[src/logic/fsw_prot_range.sv]
// Package of status layout and instruction codes, plus the array protect-range decoder.
// Assumes a 512KB array addressed by 19 bits and one synchronous clock domain.

package fsw_pkg;
    localparam int ADDR_W = 19;
    // Status word bit positions, low byte then high byte
    localparam int BIT_BUSY = 0;
    localparam int BIT_WLATCH = 1;
    localparam int BIT_RANGE_LO = 2;
    localparam int BIT_TOPBOT = 5;
    localparam int BIT_SMALLUNIT = 6;
    localparam int BIT_LOCK_LO = 7;
    localparam int BIT_LOCK_HI = 8;
    localparam int BIT_QUAD = 9;
    localparam int BIT_OTP_LO = 10;
    localparam int BIT_COMPL = 14;
    localparam int BIT_PAUSED = 15;
    localparam logic [15:0] STATUS_RESET = 16'h0000;
    // Bits a status write may replace; one-time bits are only ever ORed in
    localparam logic [15:0] WRITABLE_MASK = 16'h43fc;
    localparam logic [15:0] OTP_MASK = 16'h3c00;
    // Array geometry in bytes
    localparam logic [19:0] ARRAY_BYTES = 20'h80000;
    localparam logic [19:0] BLOCK_BYTES = 20'h10000;
    localparam logic [19:0] SECTOR_BYTES = 20'h01000;
    // Instruction codes
    localparam logic [7:0] OP_WREN = 8'h06;
    localparam logic [7:0] OP_WRDI = 8'h04;
    localparam logic [7:0] OP_WRSR = 8'h01;
    localparam logic [7:0] OP_PP = 8'h02;
    localparam logic [7:0] OP_QPP = 8'h32;
    localparam logic [7:0] OP_SE = 8'h20;
    localparam logic [7:0] OP_BE32 = 8'h52;
    localparam logic [7:0] OP_BE64 = 8'hd8;
    localparam logic [7:0] OP_CE_A = 8'hc7;
    localparam logic [7:0] OP_CE_B = 8'h60;
    localparam logic [7:0] OP_SUSPEND = 8'h75;
    localparam logic [7:0] OP_RESUME = 8'h7a;
    localparam logic [7:0] OP_SEC_ERASE = 8'h44;
    localparam logic [7:0] OP_SEC_PROG = 8'h42;
    // Address bits that pick one of the four security registers
    localparam int SEC_IDX_LO = 12;
    typedef enum {ST_IDLE, ST_BUSY, ST_PAUSED} fsw_state_t;
endpackage

`timescale 1ns/1ps
`default_nettype none

module fsw_prot_range #(
    parameter int ADDR_W = fsw_pkg::ADDR_W
) (
    input wire logic [2:0] rangeBits,
    input wire logic topBottom,
    input wire logic smallUnit,
    input wire logic complement,
    input wire logic [ADDR_W-1:0] addr,
    output logic addrProtected,
    output logic anyProtected
);
    // Size of the protected span before complementing; all-ones size means whole array
    function automatic logic [19:0] spanBytes(input logic [2:0] rb, input logic su);
        logic [19:0] s;
        s = 20'h00000;
        if (!su)
        begin
            if (rb[2])
                s = fsw_pkg::ARRAY_BYTES;
            else if (rb[1:0] != 2'b00)
                s = fsw_pkg::BLOCK_BYTES << (rb[1:0] - 2'd1);
        end
        else
        begin
            if (rb == 3'b111)
                s = fsw_pkg::ARRAY_BYTES;
            else if (rb[2])
                s = fsw_pkg::SECTOR_BYTES << 3;
            else if (rb[1:0] != 2'b00)
                s = fsw_pkg::SECTOR_BYTES << (rb[1:0] - 2'd1);
        end
        return s;
    endfunction

    logic [19:0] span;
    logic [19:0] addrExt;
    logic inSpan;

    always_comb
    begin
        span = spanBytes(rangeBits, smallUnit);
        addrExt = {{(20-ADDR_W){1'b0}}, addr};
        // Top spans start at array end minus size; bottom spans end at size
        if (topBottom)
            inSpan = addrExt < span;
        else
            inSpan = addrExt >= (fsw_pkg::ARRAY_BYTES - span);
        if (span == 20'h00000)
            inSpan = 1'b0;
        addrProtected = inSpan ^ complement;
        anyProtected = complement ? (span != fsw_pkg::ARRAY_BYTES) : (span != 20'h00000);
    end
endmodule

`default_nettype wire

[src/logic/fsw_status_ctrl.sv]
// Status register, write latch, lock modes and array write protection of a serial flash.
// Assumes an instruction decoder that hands over whole, byte-aligned instructions
// as one-cycle strobes, and an array engine that reports completion with opDone.

`timescale 1ns/1ps
`default_nettype none

module fsw_status_ctrl (
    input wire logic core_clk,
    input wire logic rst,
    input wire logic powerCycle,
    input wire logic cmdValid,
    input wire logic [7:0] cmdCode,
    input wire logic [23:0] cmdAddr,
    input wire logic [15:0] cmdStatusData,
    input wire logic opDone,
    input wire logic writeProtectPin,
    output logic [7:0] statusLowByte,
    output logic [7:0] statusHighByte,
    output logic arrayStart,
    output logic cmdRefused,
    output logic quadPinsEnable
);
    logic wpMeta_r;
    logic wpSync_r;
    logic [15:0] stat_r;
    logic [15:0] stat_nxt;
    logic [15:0] pendData_r;
    logic [15:0] pendData_nxt;
    logic pendWrite_r;
    logic pendWrite_nxt;
    logic start_r;
    logic start_nxt;
    logic refused_r;
    logic refused_nxt;
    fsw_pkg::fsw_state_t state_r;
    fsw_pkg::fsw_state_t state_nxt;
    logic addrProt;
    logic anyProt;
    logic wpLevel;
    logic statusWritable;
    logic [1:0] lockMode;

    // Pin is asynchronous to core_clk
    always_ff @(posedge core_clk)
    begin
        if (rst)
        begin
            wpMeta_r <= 1'b0;
            wpSync_r <= 1'b0;
        end
        else
        begin
            wpMeta_r <= writeProtectPin;
            wpSync_r <= wpMeta_r;
        end
    end

    fsw_prot_range #(
        .ADDR_W(fsw_pkg::ADDR_W)
    ) uRange (
        .rangeBits(stat_r[fsw_pkg::BIT_RANGE_LO +: 3]),
        .topBottom(stat_r[fsw_pkg::BIT_TOPBOT]),
        .smallUnit(stat_r[fsw_pkg::BIT_SMALLUNIT]),
        .complement(stat_r[fsw_pkg::BIT_COMPL]),
        .addr(cmdAddr[fsw_pkg::ADDR_W-1:0]),
        .addrProtected(addrProt),
        .anyProtected(anyProt)
    );

    function automatic logic isArrayWrite(input logic [7:0] c);
        return c == fsw_pkg::OP_PP || c == fsw_pkg::OP_QPP || c == fsw_pkg::OP_SE
            || c == fsw_pkg::OP_BE32 || c == fsw_pkg::OP_BE64;
    endfunction

    function automatic logic isChipErase(input logic [7:0] c);
        return c == fsw_pkg::OP_CE_A || c == fsw_pkg::OP_CE_B;
    endfunction

    function automatic logic isSecWrite(input logic [7:0] c);
        return c == fsw_pkg::OP_SEC_ERASE || c == fsw_pkg::OP_SEC_PROG;
    endfunction

    always_comb
    begin
        lockMode = {stat_r[fsw_pkg::BIT_LOCK_HI], stat_r[fsw_pkg::BIT_LOCK_LO]};
        // With quad lines active the pin carries data, so it cannot lock
        wpLevel = stat_r[fsw_pkg::BIT_QUAD] | wpSync_r;
        statusWritable = stat_r[fsw_pkg::BIT_WLATCH]
            && (lockMode == 2'b00 || (lockMode == 2'b01 && wpLevel));
    end

    always_comb
    begin
        stat_nxt = stat_r;
        pendData_nxt = pendData_r;
        pendWrite_nxt = pendWrite_r;
        state_nxt = state_r;
        start_nxt = 1'b0;
        refused_nxt = 1'b0;
        if (powerCycle)
        begin
            stat_nxt[fsw_pkg::BIT_WLATCH] = 1'b0;
            stat_nxt[fsw_pkg::BIT_PAUSED] = 1'b0;
            stat_nxt[fsw_pkg::BIT_BUSY] = 1'b0;
            if (lockMode == 2'b10)
            begin
                stat_nxt[fsw_pkg::BIT_LOCK_HI] = 1'b0;
                stat_nxt[fsw_pkg::BIT_LOCK_LO] = 1'b0;
            end
            pendWrite_nxt = 1'b0;
            state_nxt = fsw_pkg::ST_IDLE;
        end
        else
        begin
            case (state_r)
                fsw_pkg::ST_IDLE:
                begin
                    if (cmdValid)
                    begin
                        if (cmdCode == fsw_pkg::OP_WREN)
                            stat_nxt[fsw_pkg::BIT_WLATCH] = 1'b1;
                        else if (cmdCode == fsw_pkg::OP_WRDI)
                            stat_nxt[fsw_pkg::BIT_WLATCH] = 1'b0;
                        else if (cmdCode == fsw_pkg::OP_WRSR)
                        begin
                            if (statusWritable)
                            begin
                                pendWrite_nxt = 1'b1;
                                pendData_nxt = cmdStatusData;
                                stat_nxt[fsw_pkg::BIT_BUSY] = 1'b1;
                                state_nxt = fsw_pkg::ST_BUSY;
                            end
                            else
                                refused_nxt = 1'b1;
                        end
                        else if (isArrayWrite(cmdCode) || isChipErase(cmdCode)
                            || isSecWrite(cmdCode))
                        begin
                            if (!stat_r[fsw_pkg::BIT_WLATCH]
                                || (isArrayWrite(cmdCode) && addrProt)
                                || (isChipErase(cmdCode) && anyProt)
                                || (isSecWrite(cmdCode)
                                    && stat_r[fsw_pkg::BIT_OTP_LO
                                        + int'(cmdAddr[fsw_pkg::SEC_IDX_LO +: 2])]))
                                refused_nxt = 1'b1;
                            else
                            begin
                                start_nxt = 1'b1;
                                stat_nxt[fsw_pkg::BIT_BUSY] = 1'b1;
                                state_nxt = fsw_pkg::ST_BUSY;
                            end
                        end
                    end
                end
                fsw_pkg::ST_BUSY:
                begin
                    if (opDone)
                    begin
                        stat_nxt[fsw_pkg::BIT_BUSY] = 1'b0;
                        stat_nxt[fsw_pkg::BIT_WLATCH] = 1'b0;
                        if (pendWrite_r)
                        begin
                            // One-time bits can only be ORed in, never cleared
                            stat_nxt = (stat_nxt & ~fsw_pkg::WRITABLE_MASK & ~fsw_pkg::OTP_MASK)
                                | (pendData_r & fsw_pkg::WRITABLE_MASK)
                                | ((stat_r | pendData_r) & fsw_pkg::OTP_MASK);
                            stat_nxt[fsw_pkg::BIT_WLATCH] = 1'b0;
                            stat_nxt[fsw_pkg::BIT_BUSY] = 1'b0;
                            pendWrite_nxt = 1'b0;
                        end
                        state_nxt = fsw_pkg::ST_IDLE;
                    end
                    else if (cmdValid && cmdCode == fsw_pkg::OP_SUSPEND && !pendWrite_r)
                    begin
                        stat_nxt[fsw_pkg::BIT_PAUSED] = 1'b1;
                        stat_nxt[fsw_pkg::BIT_BUSY] = 1'b0;
                        state_nxt = fsw_pkg::ST_PAUSED;
                    end
                end
                fsw_pkg::ST_PAUSED:
                begin
                    if (cmdValid && cmdCode == fsw_pkg::OP_RESUME)
                    begin
                        stat_nxt[fsw_pkg::BIT_PAUSED] = 1'b0;
                        stat_nxt[fsw_pkg::BIT_BUSY] = 1'b1;
                        state_nxt = fsw_pkg::ST_BUSY;
                    end
                end
                default:
                    state_nxt = fsw_pkg::ST_IDLE;
            endcase
        end
    end

    always_ff @(posedge core_clk)
    begin
        if (rst)
        begin
            stat_r <= fsw_pkg::STATUS_RESET;
            pendData_r <= 16'h0000;
            pendWrite_r <= 1'b0;
            state_r <= fsw_pkg::ST_IDLE;
            start_r <= 1'b0;
            refused_r <= 1'b0;
        end
        else
        begin
            stat_r <= stat_nxt;
            pendData_r <= pendData_nxt;
            pendWrite_r <= pendWrite_nxt;
            state_r <= state_nxt;
            start_r <= start_nxt;
            refused_r <= refused_nxt;
        end
    end

    assign statusLowByte = stat_r[7:0];
    assign statusHighByte = stat_r[15:8];
    assign arrayStart = start_r;
    assign cmdRefused = refused_r;
    assign quadPinsEnable = stat_r[fsw_pkg::BIT_QUAD];

    logic idleCmd;
    assign idleCmd = cmdValid && !powerCycle && state_r == fsw_pkg::ST_IDLE;
endmodule

`default_nettype wire

[config.mk]
export PLATFORM = sky130hd
export DESIGN_NAME = fsw_status_ctrl
export DESIGN_NICKNAME = d
export VERILOG_FILES = /design/src/logic/fsw_prot_range.sv /design/src/logic/fsw_status_ctrl.sv
export SDC_FILE = /design/constraint.sdc
export NUM_CORES = 1
export LEC_CHECK = 0
export BUFFER_PORTS_ARGS = -buffer_cell sky130_fd_sc_hd__buf_2
export CAP_MARGIN = 20
export CORE_MARGIN = 4
export CORE_UTILIZATION = 55
export DETAILED_ROUTE_END_ITERATION = 10
export GPL_ROUTABILITY_DRIVEN = 1
export GPL_TIMING_DRIVEN = 0
export PLACE_DENSITY = 0.95
export SYNTH_ARGS = -nofsm -noshare
export SYNTH_HDL_FRONTEND = slang
export SYNTH_SLANG_ARGS = --single-unit
[constraint.sdc]
create_clock -name core_clk -period 4.95 [get_ports core_clk]
set_input_delay 0.99 -clock core_clk [delete_from_list [all_inputs] [get_ports core_clk]]
set_output_delay 0.99 -clock core_clk [all_outputs]
set_load 0.02 [all_outputs]
==> flow_metrics.tcl <==
set metrics [dict create \
    status "complete, no violations" \
    placed_area_um2 2660 \
    path_max_fanout 10 \
    num_vias 2237 \
    diodes 0 \
    cp.arrival_ps 4090 \
    crit_type "flip-flop to flip-flop" \
    worstHoldStart "wpMeta_r" \
    crit_path_start_kind "flip-flop" \
    final_nets 419 \
    drt_iter0_markers 116 \
    cts.sinks 36 \
    dr.pass1.iters 4 \
    grt_first_pass_wirelength_um 9180 \
    clock-root-buffer "clkbuf_8" \
    cpPeakStageDelay_ps 450 \
    leakagePower_nw 1.15 \
    setup_violations 0 \
    core_um2 4060 \
    die_area_um2 5360 \
    finalSetupTns_ps 0 \
    ys_seq_area_share_pct 30.8 \
    slowest_stage "nor4b_2" \
    start_util_pct 57.7 \
    avgViaCountPerCell 5.63 \
    cap_violations 0 \
    ioPinCount 73 \
    clkTransAtPathRegs_ps 70 \
    whs_ps 437 \
    ir_drop_uv 228 \
    syn_inst 288 \
    grt_max_degree 13 \
    wl_um 5590 \
    cts_tree "done" \
    cts.repair.resized 0 \
    layout_common_cells "buf_2 (53), nand2_1 (44), nor2_1 (36), dfxtp_1 (36)" \
    finalHoldViolCount 0 \
    syn_area_per_cell_um2 8.12 \
    gp_congestion 0.911 \
    final_common_cell "buf_2" \
    worst_setup_path_end_kind "flip-flop" \
    syn_area_um2 2340 \
    hpwl_um 4400 \
    power-per-cell-area_nw_per_um2 216 \
    synth_cell_types 54 \
    yosysWarningCount 0 \
    synth_nets 361 \
    cts_inserted_buffers 5 \
    max_freq_ghz 0.255 \
    synth_edf_count 0 \
    fin_skew_ps 4.71 \
    cts_buffer_depth 2 \
    area_growth_syn_to_layout_pct 18.3 \
    ant_nets 0 \
    async_flop_share_pct 0 \
    ctsHoldBuffers 0 \
    gr-usage-all-layers_pct 21.9 \
    fin_crit_sh_pct 79.1 \
    drc_errors 0 \
    worst_slew_pin_slew_ps 495 \
    layout_setup_ws_ps 1030 \
    grt_pass1_vias 2110 \
    instances_no_fill 397 \
    synth-seq-cells 36 \
    fp.dieW_um 73.2 \
    critPathTopFamily "compound AO/OA/AOI/OAI gates" \
    htree_num_levels 2 \
    postCtsSetupBuffers 0 \
    rsz0062_at_grt "false" \
    numPortBuffers 51 \
    timing.rr.start "stat_r[3]" \
    grt_antenna_before_repair 0 \
    hold_class "flip-flop to flip-flop" \
    layout_min_cycle_time_ps 3920 \
    cp-startpoint "stat_r[3]" \
    dp.cells 389 \
    drv_slew 0 \
    required_ps 5120 \
    wl_per_cell_um 14.1 \
    rows 23 \
    drive_gt1_share_pct 22.5 \
    insertion_delay_ps 290 \
    slew_headroom_pct 66.9 \
    final_area_um2 2770 \
    crit_chain "clkbuf_1 -> nand2_1 -> nor2_1 -> nand2_1 -> ha_1 -> buf_2 -> and3_1 -> o21ai_0 -> nand2_1 -> ha_1 -> o21a_1 -> o21ai_0 -> a31oi_1 -> o21ai_0 -> a21oi_1 -> nor4b_2 -> a31oi_1 -> mux2i_1" \
    dp_slack_ps 1180 \
    path_buf_inv 2 \
    die_h_um 73.2 \
    ys.flop_type "dfxtp_1" \
    overflow 0 \
]
==> synth_stat cells, types with 3 or more instances <==
| library cell | count | area share, % |
|---|---|---|
| nand2_1 | 44 | 7.1 |
| dfxtp_1 | 36 | 31 |
| nor2_1 | 36 | 5.8 |
| a21oi_1 | 19 | 4.1 |
| ha_1 | 19 | 10 |
| mux2i_1 | 17 | 7.3 |
| nor2b_1 | 11 | 2.9 |
| clkbuf_1 | 10 | 1.6 |
| nor3_1 | 8 | 1.7 |
| o21ai_0 | 8 | 1.7 |
| inv_1 | 7 | 1.1 |
| nand3_1 | 6 | 1.3 |
| buf_4 | 4 | 1.3 |
| nand4_1 | 4 | 1.1 |
| o211ai_1 | 4 | 1.3 |
| and3_1 | 3 | 0.80 |
| nand2b_1 | 3 | 0.80 |
| nor4_1 | 3 | 0.80 |
| o21a_1 | 3 | 0.96 |
==> power by group <==
part / switching (mW) / internal (mW) / total [mW]
clock: 0.106 / 0.149 / 0.255
combinational: 0.0285 / 0.0236 / 0.0522
sequential: 0.000143 / 0.290 / 0.290
total: 0.135 / 0.463 / 0.597
==> kinds of logic after synthesis <==
| family | Yosys count | synth area share [%] |
|---|---|---|
| DFF | 36 | 30.8 |
| AOI/OAI and AO/OA | 55 | 16.7 |
| and+or+nand+nor | 133 | 28.0 |
| muxes | 18 | 8.24 |
| xor gates and xnor gates | 3 | 1.12 |
| buffers and inverters | 24 | 4.92 |
| adders and majority gates | 19 | 10.2 |
==> routing by layer <==
metal,share of wire [%],vias to the layer above,GRT usage [%]
met5,0,-,0
met4,1.6,0,8.81
met3,7.4,11,5.79
met2,48,76,36.9
li1,-,1138,-
met1,43,1012,26.2
==> layout make-up <==
| cell class | count | area, um2 |
|---|---|---|
| multi-input cells | 228 | 1500 |
| fillers | 322 | 1290 |
| flip-flops and latches | 36 | 721 |
| repair buffers | 51 | 255 |
| plain buffers | 17 | 88.8 |
| clock buffers | 5 | 68.8 |
| well taps | 50 | 62.6 |
| clock inverters | 3 | 42.5 |
| inverters | 7 | 26.3 |
==> registers in the layout, indices dropped and copies added (netlist names) <==
name         count
arrayStart       1
cmdRefused       1
state_r          2
stat_r          16
pendWrite_r      1
wpSync_r         1
wpMeta_r         1
pendData_r      13
==> stage by stage <==
step | utilization [%] | total power, mW
after CTS | 68.2 | 0.599
after global routing | 68.2 | 0.619
after floorplan | - | 0.323
final | 68.2 | 0.597
after detailed placement | 65.5 | 0.349
after global placement | 65.5 | 0.346
==> final timing paths <==
path	depth (start not counted)	slack, ps	endpoint
min reg2reg	1	440	wpSync_r
min	1	440	wpSync_r
max	18	1030	stat_r[0]
max reg2reg	18	1030	stat_r[0]
No activity file was read; power rests on OpenSTA's default activity.
